### config.mk
export PLATFORM = sky130hd
export DESIGN_NAME = irf_request_flags
export DESIGN_NICKNAME = d
export VERILOG_FILES = /design/src/irf_pkg.sv /design/src/irf_pin_edge.sv /design/src/irf_request_flags.sv
export SDC_FILE = /design/constraint.sdc
export NUM_CORES = 1
export LEC_CHECK = 0
export ABC_AREA = 1
export BUFFER_PORTS_ARGS = -buffer_cell sky130_fd_sc_hd__buf_2
export CORE_ASPECT_RATIO = 2
export CORE_UTILIZATION = 44
export DETAILED_ROUTE_END_ITERATION = 8
export PLACE_DENSITY = 0.65
export SKIP_CTS_REPAIR_TIMING = 1
export SYNTH_ARGS = -nofsm -noshare
export SYNTH_HDL_FRONTEND = slang
export SYNTH_SLANG_ARGS = --single-unit
### constraint.sdc
create_clock -name i_clk -period 4.9 [get_ports i_clk]
set_input_delay 0.245 -clock i_clk [delete_from_list [all_inputs] [get_ports i_clk]]
set_output_delay 0.245 -clock i_clk [all_outputs]
set_load 0.05 [all_outputs]
### src/irf_pkg.sv
package irf_pkg;
    // Register offsets on the plain register port
    localparam logic [3:0] ADDR_EXT_FLAGS = 4'h0;
    localparam logic [3:0] ADDR_TMR_FLAGS = 4'h1;
    localparam logic [3:0] ADDR_EXT_ENABLE = 4'h2;
    localparam logic [3:0] ADDR_TMR_ENABLE = 4'h3;
    localparam logic [3:0] ADDR_EDGE_SEL = 4'h4;
    localparam logic [3:0] ADDR_PORT_MODE = 4'h5;
    localparam logic [3:0] ADDR_SYS_CTRL = 4'h6;
    localparam logic [3:0] ADDR_IRQ_STATUS = 4'h7;
    localparam logic [3:0] ADDR_IRQ_MASK = 4'h8;

    // Layout of the external-request flag, enable, edge-select and port-mode registers
    localparam logic [7:0] EXT_FLAG_MASK = 8'h33;
    localparam logic [7:0] EXT_FIXED_ONES = 8'hc0;
    localparam logic [7:0] EXT_ENABLE_FIXED_ONES = 8'hc0;
    localparam logic [7:0] EDGE_SEL_MASK = 8'h13;
    localparam logic [7:0] EDGE_SEL_FIXED_ONES = 8'hec;
    localparam logic [7:0] PORT_MODE_MASK = 8'h33;

    // Layout of the timer and transfer flag register
    localparam logic [7:0] TMR_FLAG_MASK = 8'h3f;
    localparam int DT_BIT = 5;

    // System control bits in the local control register
    localparam int SYS_DIRECT_TRANSFER_ON_BIT = 0;
    localparam int SYS_LOW_SPEED_ON_BIT = 1;
    localparam logic [7:0] SYS_CTRL_MASK = 8'h03;

    // Interrupt status layout: bit 0 external, bit 1 timer or transfer
    localparam logic [7:0] IRQ_STAT_MASK = 8'h03;

    // Reset values
    localparam logic [7:0] RST_ZERO = 8'h00;
    localparam logic [7:0] RST_PORT_MODE = 8'h00;

    // Synchroniser depth for pin inputs
    localparam int SYNC_STAGES = 2;
endpackage

### src/irf_pin_edge.sv
`timescale 1ns/1ps
// Synchronises one pin and reports the selected edge as a one-cycle pulse
module irf_pin_edge (
    // Clock and reset
    input wire logic i_clk,
    input wire logic i_sys_rst,
    // Pin and edge control
    input wire logic i_pin,
    input wire logic i_rise_sel,
    input wire logic i_enable,
    // Detected edge
    output logic o_edge
);
    typedef struct packed {
        logic meta;
        logic sync;
        logic last;
    } irf_edge_state_t;

    irf_edge_state_t st_r;
    irf_edge_state_t st_nxt;

    // Next state: meta only feeds sync, never the edge logic
    always_comb begin
        st_nxt = st_r;
        st_nxt.meta = i_pin;
        st_nxt.sync = st_r.meta;
        st_nxt.last = st_r.sync;
    end

    // Pins idle high, so reset to one avoids a false rising edge
    always_ff @(posedge i_clk or posedge i_sys_rst) begin
        if (i_sys_rst) begin
            st_r <= '{meta: 1'b1, sync: 1'b1, last: 1'b1};
        end else begin
            st_r <= st_nxt;
        end
    end

    // Synchronised edge pulse
    assign o_edge = i_enable & (i_rise_sel ? (st_r.sync & ~st_r.last) : (~st_r.sync & st_r.last));
endmodule

### src/irf_request_flags.sv
`timescale 1ns/1ps
// Function
// Eight-bit read/write external request flag register.
// External register bits 7 and 6 read one, ignore writes.
// External register bits 3 and 2 read zero, ignore writes.
// Line flags set on selected edge when pin is in interrupt mode.
// Writing zero to a flag clears it.
// Writing one to a flag changes nothing.
// Processor acceptance does not clear flags.
// Second eight-bit register holds transfer flag and timer A-E overflow flags.
// Second register bits 7 and 6 read zero; software writes zero.
// Transfer flag sets on sleep-driven direct transfer with proper enables.
// Bits 4 to 0 set on timer E to A overflow requests.
// All flags read zero after reset.
// Flag requests processor only when its enable bit is one.
// Lines 4, 1, 0 select rising or falling edge.
// Line 5 detects falling edges only.
// Hardware set beats a same-cycle software clear.
// Pins synchronised before edge detection; edge sets flag in one cycle.
module irf_request_flags (
    // Clock and reset
    input wire logic i_clk,
    input wire logic i_sys_rst,
    // Register port
    input wire logic [3:0] i_addr,
    input wire logic [7:0] i_wdata,
    input wire logic i_wr,
    input wire logic i_rd,
    output logic [7:0] o_rdata,
    // External interrupt pins, active low lines
    input wire logic i_ext_int_pin_0,
    input wire logic i_ext_int_pin_1,
    input wire logic i_ext_int_pin_4,
    input wire logic i_ext_int_pin_5,
    // Timer overflow requests, bit 0 is timer A
    input wire logic [4:0] i_timer_ovf,
    // Power-mode controller: sleep in subactive mode leading to direct transfer
    input wire logic i_sleep_direct_transfer,
    // Requests toward the processor
    output logic [7:0] o_ext_request,
    output logic [7:0] o_tmr_request,
    output logic o_irq
);
    typedef struct packed {
        logic [7:0] ext_flags;
        logic [7:0] tmr_flags;
        logic [7:0] ext_enable;
        logic [7:0] tmr_enable;
        logic [7:0] edge_sel;
        logic [7:0] port_mode;
        logic [7:0] sys_ctrl;
        logic [7:0] irq_status;
        logic [7:0] irq_mask;
        logic [7:0] rdata;
        logic [7:0] ext_req;
        logic [7:0] tmr_req;
    } irf_state_t;

    irf_state_t st_r;
    irf_state_t st_nxt;
    logic [3:0] line_edge;
    logic [7:0] ext_set;
    logic [7:0] tmr_set;
    logic [7:0] ext_set_word;
    logic [7:0] tmr_set_word;
    logic [7:0] ext_pend;
    logic [7:0] tmr_pend;
    logic [7:0] stat_set;
    logic dt_cond;

    // Edge detectors for lines 0, 1, 4 with selectable edge
    // Per-line edge select
    irf_pin_edge u_edge0 (
        .i_clk(i_clk),
        .i_sys_rst(i_sys_rst),
        .i_pin(i_ext_int_pin_0),
        .i_rise_sel(st_r.edge_sel[0]),
        .i_enable(st_r.port_mode[0]),
        .o_edge(line_edge[0])
    );
    irf_pin_edge u_edge1 (
        .i_clk(i_clk),
        .i_sys_rst(i_sys_rst),
        .i_pin(i_ext_int_pin_1),
        .i_rise_sel(st_r.edge_sel[1]),
        .i_enable(st_r.port_mode[1]),
        .o_edge(line_edge[1])
    );
    irf_pin_edge u_edge4 (
        .i_clk(i_clk),
        .i_sys_rst(i_sys_rst),
        .i_pin(i_ext_int_pin_4),
        .i_rise_sel(st_r.edge_sel[4]),
        .i_enable(st_r.port_mode[4]),
        .o_edge(line_edge[2])
    );
    // Line 5 falling edge only
    irf_pin_edge u_edge5 (
        .i_clk(i_clk),
        .i_sys_rst(i_sys_rst),
        .i_pin(i_ext_int_pin_5),
        .i_rise_sel(1'b0),
        .i_enable(st_r.port_mode[5]),
        .o_edge(line_edge[3])
    );

    // Hardware set vectors
    always_comb begin
        // Edge in interrupt mode sets flag
        ext_set = {2'b00, line_edge[3], line_edge[2], 2'b00, line_edge[1], line_edge[0]};
        // Direct transfer condition
        dt_cond = i_sleep_direct_transfer & st_r.sys_ctrl[irf_pkg::SYS_DIRECT_TRANSFER_ON_BIT]
                  & ~st_r.sys_ctrl[irf_pkg::SYS_LOW_SPEED_ON_BIT] & st_r.tmr_enable[irf_pkg::DT_BIT];
        // Timer overflow sets
        tmr_set = {2'b00, dt_cond, i_timer_ovf};
    end

    // Flag, register and request next state
    always_comb begin
        st_nxt = st_r;
        ext_set_word = st_r.ext_flags;
        tmr_set_word = st_r.tmr_flags;
        if (i_wr) begin
            unique case (i_addr)
                irf_pkg::ADDR_EXT_FLAGS: begin
                    // Zero clears; one keeps
                    ext_set_word = st_r.ext_flags & (i_wdata | ~irf_pkg::EXT_FLAG_MASK);
                end
                irf_pkg::ADDR_TMR_FLAGS: begin
                    // Reserved bits stay zero
                    tmr_set_word = st_r.tmr_flags & (i_wdata | ~irf_pkg::TMR_FLAG_MASK);
                end
                irf_pkg::ADDR_EXT_ENABLE: begin
                    st_nxt.ext_enable = i_wdata & ~irf_pkg::EXT_ENABLE_FIXED_ONES;
                end
                irf_pkg::ADDR_TMR_ENABLE: begin
                    st_nxt.tmr_enable = i_wdata;
                end
                irf_pkg::ADDR_EDGE_SEL: begin
                    st_nxt.edge_sel = i_wdata & irf_pkg::EDGE_SEL_MASK;
                end
                irf_pkg::ADDR_PORT_MODE: begin
                    st_nxt.port_mode = i_wdata & irf_pkg::PORT_MODE_MASK;
                end
                irf_pkg::ADDR_SYS_CTRL: begin
                    st_nxt.sys_ctrl = i_wdata & irf_pkg::SYS_CTRL_MASK;
                end
                irf_pkg::ADDR_IRQ_STATUS: begin
                    st_nxt.irq_status = st_r.irq_status & ~i_wdata;
                end
                irf_pkg::ADDR_IRQ_MASK: begin
                    st_nxt.irq_mask = i_wdata & irf_pkg::IRQ_STAT_MASK;
                end
                default: begin
                end
            endcase
        end
        // Set wins over clear; only software clears
        st_nxt.ext_flags = (ext_set_word | ext_set) & irf_pkg::EXT_FLAG_MASK;
        st_nxt.tmr_flags = (tmr_set_word | tmr_set) & irf_pkg::TMR_FLAG_MASK;
        // Enable gates request
        ext_pend = st_r.ext_flags & st_r.ext_enable;
        tmr_pend = st_r.tmr_flags & st_r.tmr_enable & irf_pkg::TMR_FLAG_MASK;
        st_nxt.ext_req = ext_pend;
        st_nxt.tmr_req = tmr_pend;
        // Status sets while any request is pending; set wins over write-one clear
        stat_set = {6'h00, |tmr_pend, |ext_pend};
        st_nxt.irq_status = st_nxt.irq_status | stat_set;
        // Read data registered for the next cycle
        st_nxt.rdata = 8'h00;
        if (i_rd) begin
            unique case (i_addr)
                // External flags with fixed reserved bits
                irf_pkg::ADDR_EXT_FLAGS: st_nxt.rdata = st_r.ext_flags | irf_pkg::EXT_FIXED_ONES;
                // Transfer and timer flags, reserved bits read zero
                irf_pkg::ADDR_TMR_FLAGS: st_nxt.rdata = st_r.tmr_flags;
                irf_pkg::ADDR_EXT_ENABLE: st_nxt.rdata = st_r.ext_enable | irf_pkg::EXT_ENABLE_FIXED_ONES;
                irf_pkg::ADDR_TMR_ENABLE: st_nxt.rdata = st_r.tmr_enable;
                irf_pkg::ADDR_EDGE_SEL: st_nxt.rdata = st_r.edge_sel | irf_pkg::EDGE_SEL_FIXED_ONES;
                irf_pkg::ADDR_PORT_MODE: st_nxt.rdata = st_r.port_mode;
                irf_pkg::ADDR_SYS_CTRL: st_nxt.rdata = st_r.sys_ctrl;
                irf_pkg::ADDR_IRQ_STATUS: st_nxt.rdata = st_r.irq_status;
                irf_pkg::ADDR_IRQ_MASK: st_nxt.rdata = st_r.irq_mask;
                default: st_nxt.rdata = 8'h00;
            endcase
        end
    end

    // Everything starts clear
    always_ff @(posedge i_clk or posedge i_sys_rst) begin
        if (i_sys_rst) begin
            st_r <= '{default: 8'h00};
        end else begin
            st_r <= st_nxt;
        end
    end

    // Outputs straight from registers; o_irq is the masked status
    assign o_rdata = st_r.rdata;
    assign o_ext_request = st_r.ext_req;
    assign o_tmr_request = st_r.tmr_req;
    assign o_irq = |(st_r.irq_status & st_r.irq_mask);
endmodule

### After elaboration in Yosys (flattened, before gate mapping)

Index checks and enable logic that the tools add are counted.

| storage, ports and cells | value |
|---|---|
| bits in registers | 75 |
| bits in latches | 0 |
| bits in writable memories | 0 |
| memory bits (read-only) | 0 |
| word-level logic and storage cells | 86 |
| memories kept | 0 |

| cells by class | value |
|---|---|
| $add $sub $neg | 0 |
| multipliers | 0 |
| divide/modulo/power cells | 0 |
| $lt $le $gt $ge | 0 |
| equality and inequality tests | 8 |
| shifts and indexed selects | 0 |
| mux-type cells | 12 |
| bitwise gates (word level) | 32 |
| reductions and logical operators | 10 |

Operator list:

| kind | count |
|---|---|
| one-hot mux 8 bit (9 select lines) | 1 |
| bitwise AND 6 bit | 4 |
| two-way mux 6 bit | 4 |
| == test 4 x 3 -> 1 bit, second input constant | 4 |
| two-way mux 16 bit | 1 |
| two-way mux 8 bit | 2 |
| OR reduction 8 bit | 2 |
| bitwise AND 1 bit | 14 |
| OR 6 bit | 2 |
| AND reduction 2 bit | 6 |
| bitwise AND 8 x 2 -> 8 bit | 1 |
| bitwise AND 8 bit | 1 |
| == test 4 x 2 -> 1 bit, second input constant | 2 |
| NOT 1 bit | 8 |
| NOT 8 bit | 1 |
| OR 8 x 2 -> 8 bit | 1 |
| OR reduction 6 bit | 1 |
| == test 4 x 1 -> 1 bit, second input constant | 1 |
| == test 4 bit, second input constant | 1 |
| logical NOT 4 bit | 1 |
| two-way mux 1 bit | 3 |
| two-way mux 2 bit | 1 |

### Depth between registers and ports, before layout

| logic depth | value |
|---|---|
| depth in word-level cells | 5 |
| depth in mapped cells | 8 |
| gate-level depth less buffers | 8 |

### Hierarchy

From an unflattened synthesis, not the netlist that was laid out.

| unflattened totals | value |
|---|---|
| cell total of the unflattened synthesis | 382 |
| area, all modules | 3,360.7 µm² |

By module, submodules not included:

| module | instances | cells an instance | area an instance (µm²) | sequential area each (µm²) |
|---|---|---|---|---|
| irf_request_flags | 1 | 334 | 2,910.3 | 1,526.5 |
| irf_pin_edge | 4 | 12 | 112.6 | 78.8 |

### Worst setup path after synthesis

No wires, ideal clock.

| timing | value |
|---|---|
| kind | input -> register |
| from | input port i_addr[3] |
| to | register st_r (netlist bit o_rdata[5]) |
| library setup time | 0.077 ns |
| arrival time | 0.999 ns |
| setup slack | 3.823 ns |
| stages | 6 |
| buffers on the path | 1 |
| cell sequence | nor2_2 > buf_2 > nand3_1 > nand2_1 > nor2_1 > a21oi_1 |

RTL lines:

| item | RTL line | RTL |
|---|---|---|
| start, declared | irf_request_flags.sv:25 | `input wire logic [3:0] i_addr,` |
| end signal, assigned | irf_request_flags.sv:194 | `st_r <= st_nxt;` |
| end, declared | irf_request_flags.sv:59 | `irf_state_t st_r;` |

### Final worst setup path

| timing | value |
|---|---|
| from | input port i_addr[2] |
| to | register st_r[57] (netlist bit) |

| on the way | value |
|---|---|
| cells in the longest elaborated chain, start to end | 2 |

RTL lines:

| item | RTL line | RTL |
|---|---|---|
| == test 4 x 3 -> 1 bit | irf_request_flags.sv:124 | `unique case (i_addr)` |
| AND reduction 2 bit (no source line) | n/a |  |

Every way passes these cells.
A chain may end at the register's enable or synchronous reset.

==> metrics.txt <==
# TYPE chip_impl_metric gauge
chip_impl_metric{name="floorplan.die.width",unit="um"} 62.4
chip_impl_metric{name="report.final.setup_viol",unit=""} 0
chip_impl_metric{name="syn-instance-count",unit=""} 355
chip_impl_metric{name="synth.area.mux_share",unit="%"} 0
chip_impl_metric{name="r2r_setup_slack",unit="ns"} 3.75
chip_impl_metric{name="grt_first_pass_wirelength",unit="um"} 11900
chip_impl_metric{name="fp.coreArea",unit="sq mm"} 0.00699
chip_impl_metric{name="synth.yosys.warnings",unit=""} 0
chip_impl_metric{name="synth-compound-area-share",unit="%"} 10.6
chip_impl_metric{name="worst-path-max-fanout",unit=""} 12
chip_impl_metric{name="nFillCells",unit=""} 674
chip_impl_metric{name="crit_cells",unit=""} 8
chip_impl_metric{name="timing.final.hold_violations",unit=""} 0
chip_impl_metric{name="static-leakage-power",unit="nW"} 1.90
chip_impl_info{name="rsz0062_at_grt",value="no"} 1
chip_impl_metric{name="worst_ir_drop_vdd",unit="uV"} 200
chip_impl_info{name="hold_path_end",value="u_edge5.st_nxt[1]$_DFF_PP1_"} 1
chip_impl_metric{name="area_growth",unit="%"} 14.7
chip_impl_info{name="hp-start",value="i_ext_int_pin_5"} 1
chip_impl_metric{name="post_synth_fa_ha_maj_area_fraction",unit="%"} 0
chip_impl_metric{name="design.final.nets",unit=""} 416
chip_impl_metric{name="total_grt_usage",unit="%"} 21.7
chip_impl_metric{name="post-dp-hpwl",unit="um"} 5510
chip_impl_info{name="cp_cell_sequence",value="buf_2 > inv_1 > nor2_1 > nand2_2 > inv_1 > nand2_1 > nand2_1 > o21ai_0"} 1
chip_impl_metric{name="synth.yosys.seq_area_share",unit="%"} 57.5
chip_impl_metric{name="worst_ep_required_time",unit="ns"} 5.10
chip_impl_metric{name="drt.antenna.violating_nets",unit=""} 0
chip_impl_info{name="criticalPathCategory",value="primary input to flip-flop"} 1
chip_impl_metric{name="clk_pin_slew",unit="ns"} 0.05
chip_impl_metric{name="worst_pin_slew",unit="ns"} 0.914
chip_impl_metric{name="route.vias.total",unit=""} 2413
chip_impl_metric{name="synth_area_in_simple_gates",unit="%"} 20.5
chip_impl_metric{name="via_count_of_the_first_global_routing_pass",unit=""} 2373
chip_impl_metric{name="max_cap_violations",unit=""} 0
chip_impl_info{name="cts-root-buf",value="clkbuf_16"} 1
chip_impl_info{name="run_status",value="complete, no violations"} 1
chip_impl_info{name="regToRegStartpoint",value="st_r[68]$_DFFE_PP0P_"} 1
chip_impl_metric{name="timing.fmax",unit="MHz"} 687
chip_impl_info{name="mostFrequentLayoutCell",value="nand2_1"} 1
chip_impl_metric{name="timing.final.crit_share",unit="%"} 29.7
chip_impl_metric{name="io_pins",unit=""} 51
chip_impl_metric{name="tritoncts.num_buffers",unit=""} 9
chip_impl_info{name="clock_tree_from_tritoncts",value="done"} 1
chip_impl_metric{name="routed_wire_per_std_cell",unit="um"} 15.5
chip_impl_metric{name="clock_path_buffers",unit=""} 2
chip_impl_info{name="layout_common_cells",value="79 x nand2_1, 61 x dfrtp_1, 44 x buf_2"} 1
chip_impl_metric{name="drc_errors",unit=""} 0
chip_impl_metric{name="floorplan.die.height",unit="um"} 123
chip_impl_metric{name="critical_path_buf_inv_count",unit=""} 3
chip_impl_metric{name="fin_setup_tns",unit="ns"} 0
chip_impl_info{name="critical_path.reg2reg.endpoint",value="st_r[33]$_DFF_PP0_"} 1
chip_impl_metric{name="antenna-diode-count",unit=""} 0
chip_impl_metric{name="reg2reg_depth",unit=""} 4
chip_impl_metric{name="globalplace.congestion",unit=""} 0.913
chip_impl_metric{name="synth_area",unit="sq mm"} 0.00321
chip_impl_metric{name="ys_seq_elements",unit=""} 73
chip_impl_metric{name="sequentialPowerShare",unit="%"} 44.6
chip_impl_metric{name="placement.cell_area",unit="sq mm"} 0.00335
chip_impl_metric{name="insertion_delay",unit="ns"} 0.34
chip_impl_metric{name="finalInstanceArea",unit="sq mm"} 0.00368
chip_impl_metric{name="drtPass1Iterations",unit=""} 4
chip_impl_metric{name="max_incr_delay_on_cp",unit="ns"} 0.54
chip_impl_metric{name="grt_start_max_net_pins",unit=""} 74
chip_impl_metric{name="layout_min_cycle_time",unit="ns"} 1.46
chip_impl_metric{name="floorplan.rows",unit=""} 43
chip_impl_metric{name="antenna_found_initial",unit=""} 0
chip_impl_metric{name="synthArstFlopShare",unit="%"} 100
chip_impl_metric{name="final.setup_skew",unit="ns"} 0.00755
chip_impl_info{name="setup.worst_path.end_class",value="flip-flop"} 1
chip_impl_metric{name="p_int",unit="mW"} 1.17
chip_impl_metric{name="sw_frac_of_total",unit="%"} 30.6
chip_impl_metric{name="cts.sinks",unit=""} 73
chip_impl_metric{name="initialDrtViolationCount",unit=""} 146
chip_impl_info{name="synthFlopType",value="dfrtp_1"} 1
chip_impl_metric{name="floorplan.initialDensity",unit="%"} 45.8
chip_impl_metric{name="combinationalPowerShare",unit="%"} 17.8
chip_impl_metric{name="distinct_cell_type_count_after_synthesis",unit=""} 31
chip_impl_info{name="synth_top_family_by_area",value="simple AND/OR/NAND/NOR gates"} 1
chip_impl_metric{name="power.clock.fraction",unit="%"} 37.5
chip_impl_metric{name="port_buffers",unit=""} 44
chip_impl_metric{name="slew_viol_final",unit=""} 0
chip_impl_metric{name="power.switching",unit="mW"} 0.515
chip_impl_info{name="cp-start-kind",value="primary input"} 1
chip_impl_metric{name="synth_xor_xnor_area_share",unit="%"} 0
chip_impl_info{name="hold_path.class",value="primary input to flip-flop"} 1
chip_impl_metric{name="proportion_of_layout_cells_with_a_drive_suffix_above_1",unit="%"} 21.8
chip_impl_metric{name="drt-vias-per-instance",unit=""} 4.98
chip_impl_metric{name="synth_edf_count",unit=""} 0
chip_impl_info{name="timing.critical_path.max_delay_family",value="simple AND/OR/NAND/NOR gates"} 1
chip_impl_info{name="critical-path-slowest-cell",value="nor2_1"} 1
chip_impl_metric{name="syn-mean-instance-area",unit="sq um"} 9.03
chip_impl_metric{name="hold_path_cells",unit=""} 1
chip_impl_metric{name="cp.arrival",unit="ns"} 1.65
chip_impl_metric{name="grt_overflow",unit=""} 0
chip_impl_metric{name="die_area",unit="sq mm"} 0.00765
chip_impl_metric{name="max_slew_margin",unit="%"} 39.1
chip_impl_metric{name="htree_num_levels",unit=""} 3
chip_impl_metric{name="total_power_per_unit_cell_area",unit="mW/mm^2"} 458
chip_impl_metric{name="layout.core_utilization",unit="%"} 52.6
chip_impl_metric{name="wirelength",unit="um"} 7540
-- area by class of cell --
type,instances,area (sq um),share of cell area (%)
Multi-Input combinational cell,218,1020,27.7
Inverter,40,150,4.08
Sequential cell,73,1840,50.1
Timing Repair Buffer,48,258,7.01
Clock buffer,14,284,7.73
Tap cell,90,113,3.06
Clock inverter,2,10.0,0.272
-- how the worst max path moves through the flow --
stage                            start                         end
floorplan                    i_sys_rst  o_ext_request[0]$_DFF_PP0_
global placement             i_addr[2]        st_r[57]$_DFFE_PP0P_
CTS                 st_r[33]$_DFF_PP0_                       o_irq
finish                       i_addr[2]        st_r[57]$_DFFE_PP0P_
detailed placement           i_addr[2]        st_r[60]$_DFFE_PP0P_
global route                 i_addr[2]        st_r[57]$_DFFE_PP0P_
-- Yosys cell counts, types with 2 or more instances --
| cell | number | share of area [%] |
|---|---|---|
| nand2_1 | 79 | 9.3 |
| nor2_1 | 28 | 3.3 |
| o21ai_0 | 30 | 4.7 |
| dfrtp_1 | 61 | 48 |
| nor2_4 | 3 | 1.1 |
| buf_4 | 25 | 5.9 |
| o21bai_1 | 3 | 0.70 |
| buf_2 | 2 | 0.31 |
| nand2_2 | 3 | 0.59 |
| inv_2 | 2 | 0.23 |
| a21oi_1 | 11 | 1.7 |
| dfstp_2 | 12 | 9.8 |
| o21ai_1 | 8 | 1.2 |
| nand3_1 | 29 | 4.5 |
| o22ai_1 | 3 | 0.59 |
| inv_1 | 38 | 4.4 |
| nor2_2 | 3 | 0.59 |
| o21a_1 | 2 | 0.47 |
-- stage by stage --
stage               total power [mW]  instances  worst slack, ns  hold slack (ns)
floorplan                       1.00        360             2.82            0.249
global placement                1.05        466             3.13            0.346
detailed placement              1.06        466             3.10            0.347
CTS                             1.70        482             3.44         -0.00192
global route                    1.76        485             3.29        0.0000491
finish                          1.68        485             3.44          0.00961
-- routing by layer --
metal | global-route usage, % | wire length [um] | share of wire, % | vias up
met2 | 38.8 | 4000 | 53 | 66
met3 | 5.48 | 258 | 3.4 | 24
li1 | - | - | - | 1173
met1 | 21.9 | 2880 | 38 | 1150
met5 | 0 | 0 | 0 | -
met4 | 15.1 | 399 | 5.3 | 0
-- flip-flops by register name, indices dropped and copies added, names as in the netlist --
name and count:
st_r 43, o_rdata 8, o_tmr_request 6, o_ext_request 4, u_edge0.st_nxt 2, u_edge1.st_nxt 2
u_edge4.st_nxt 2, u_edge5.st_nxt 2, u_edge0.st_r 1, u_edge1.st_r 1, u_edge4.st_r 1, u_edge5.st_r 1
-- cells by family after synthesis --
family,count (synthesis)
flip-flops,73
other,1
AO/OA/AOI/OAI,62
buffers and inverters,69
AND/OR/NAND/NOR,150
-- power by group through the flow --
stage | Combinational (mW) | Clock (mW) | Sequential [mW]
2_1_floorplan | 0.259 | 0 | 0.741
3_3_place_gp | 0.294 | 0 | 0.759
3_5_place_dp | 0.299 | 0 | 0.761
4_1_cts | 0.301 | 0.645 | 0.751
5_1_grt | 0.329 | 0.670 | 0.760
6_report | 0.301 | 0.632 | 0.752
No activity file was read; power rests on OpenSTA's default activity.
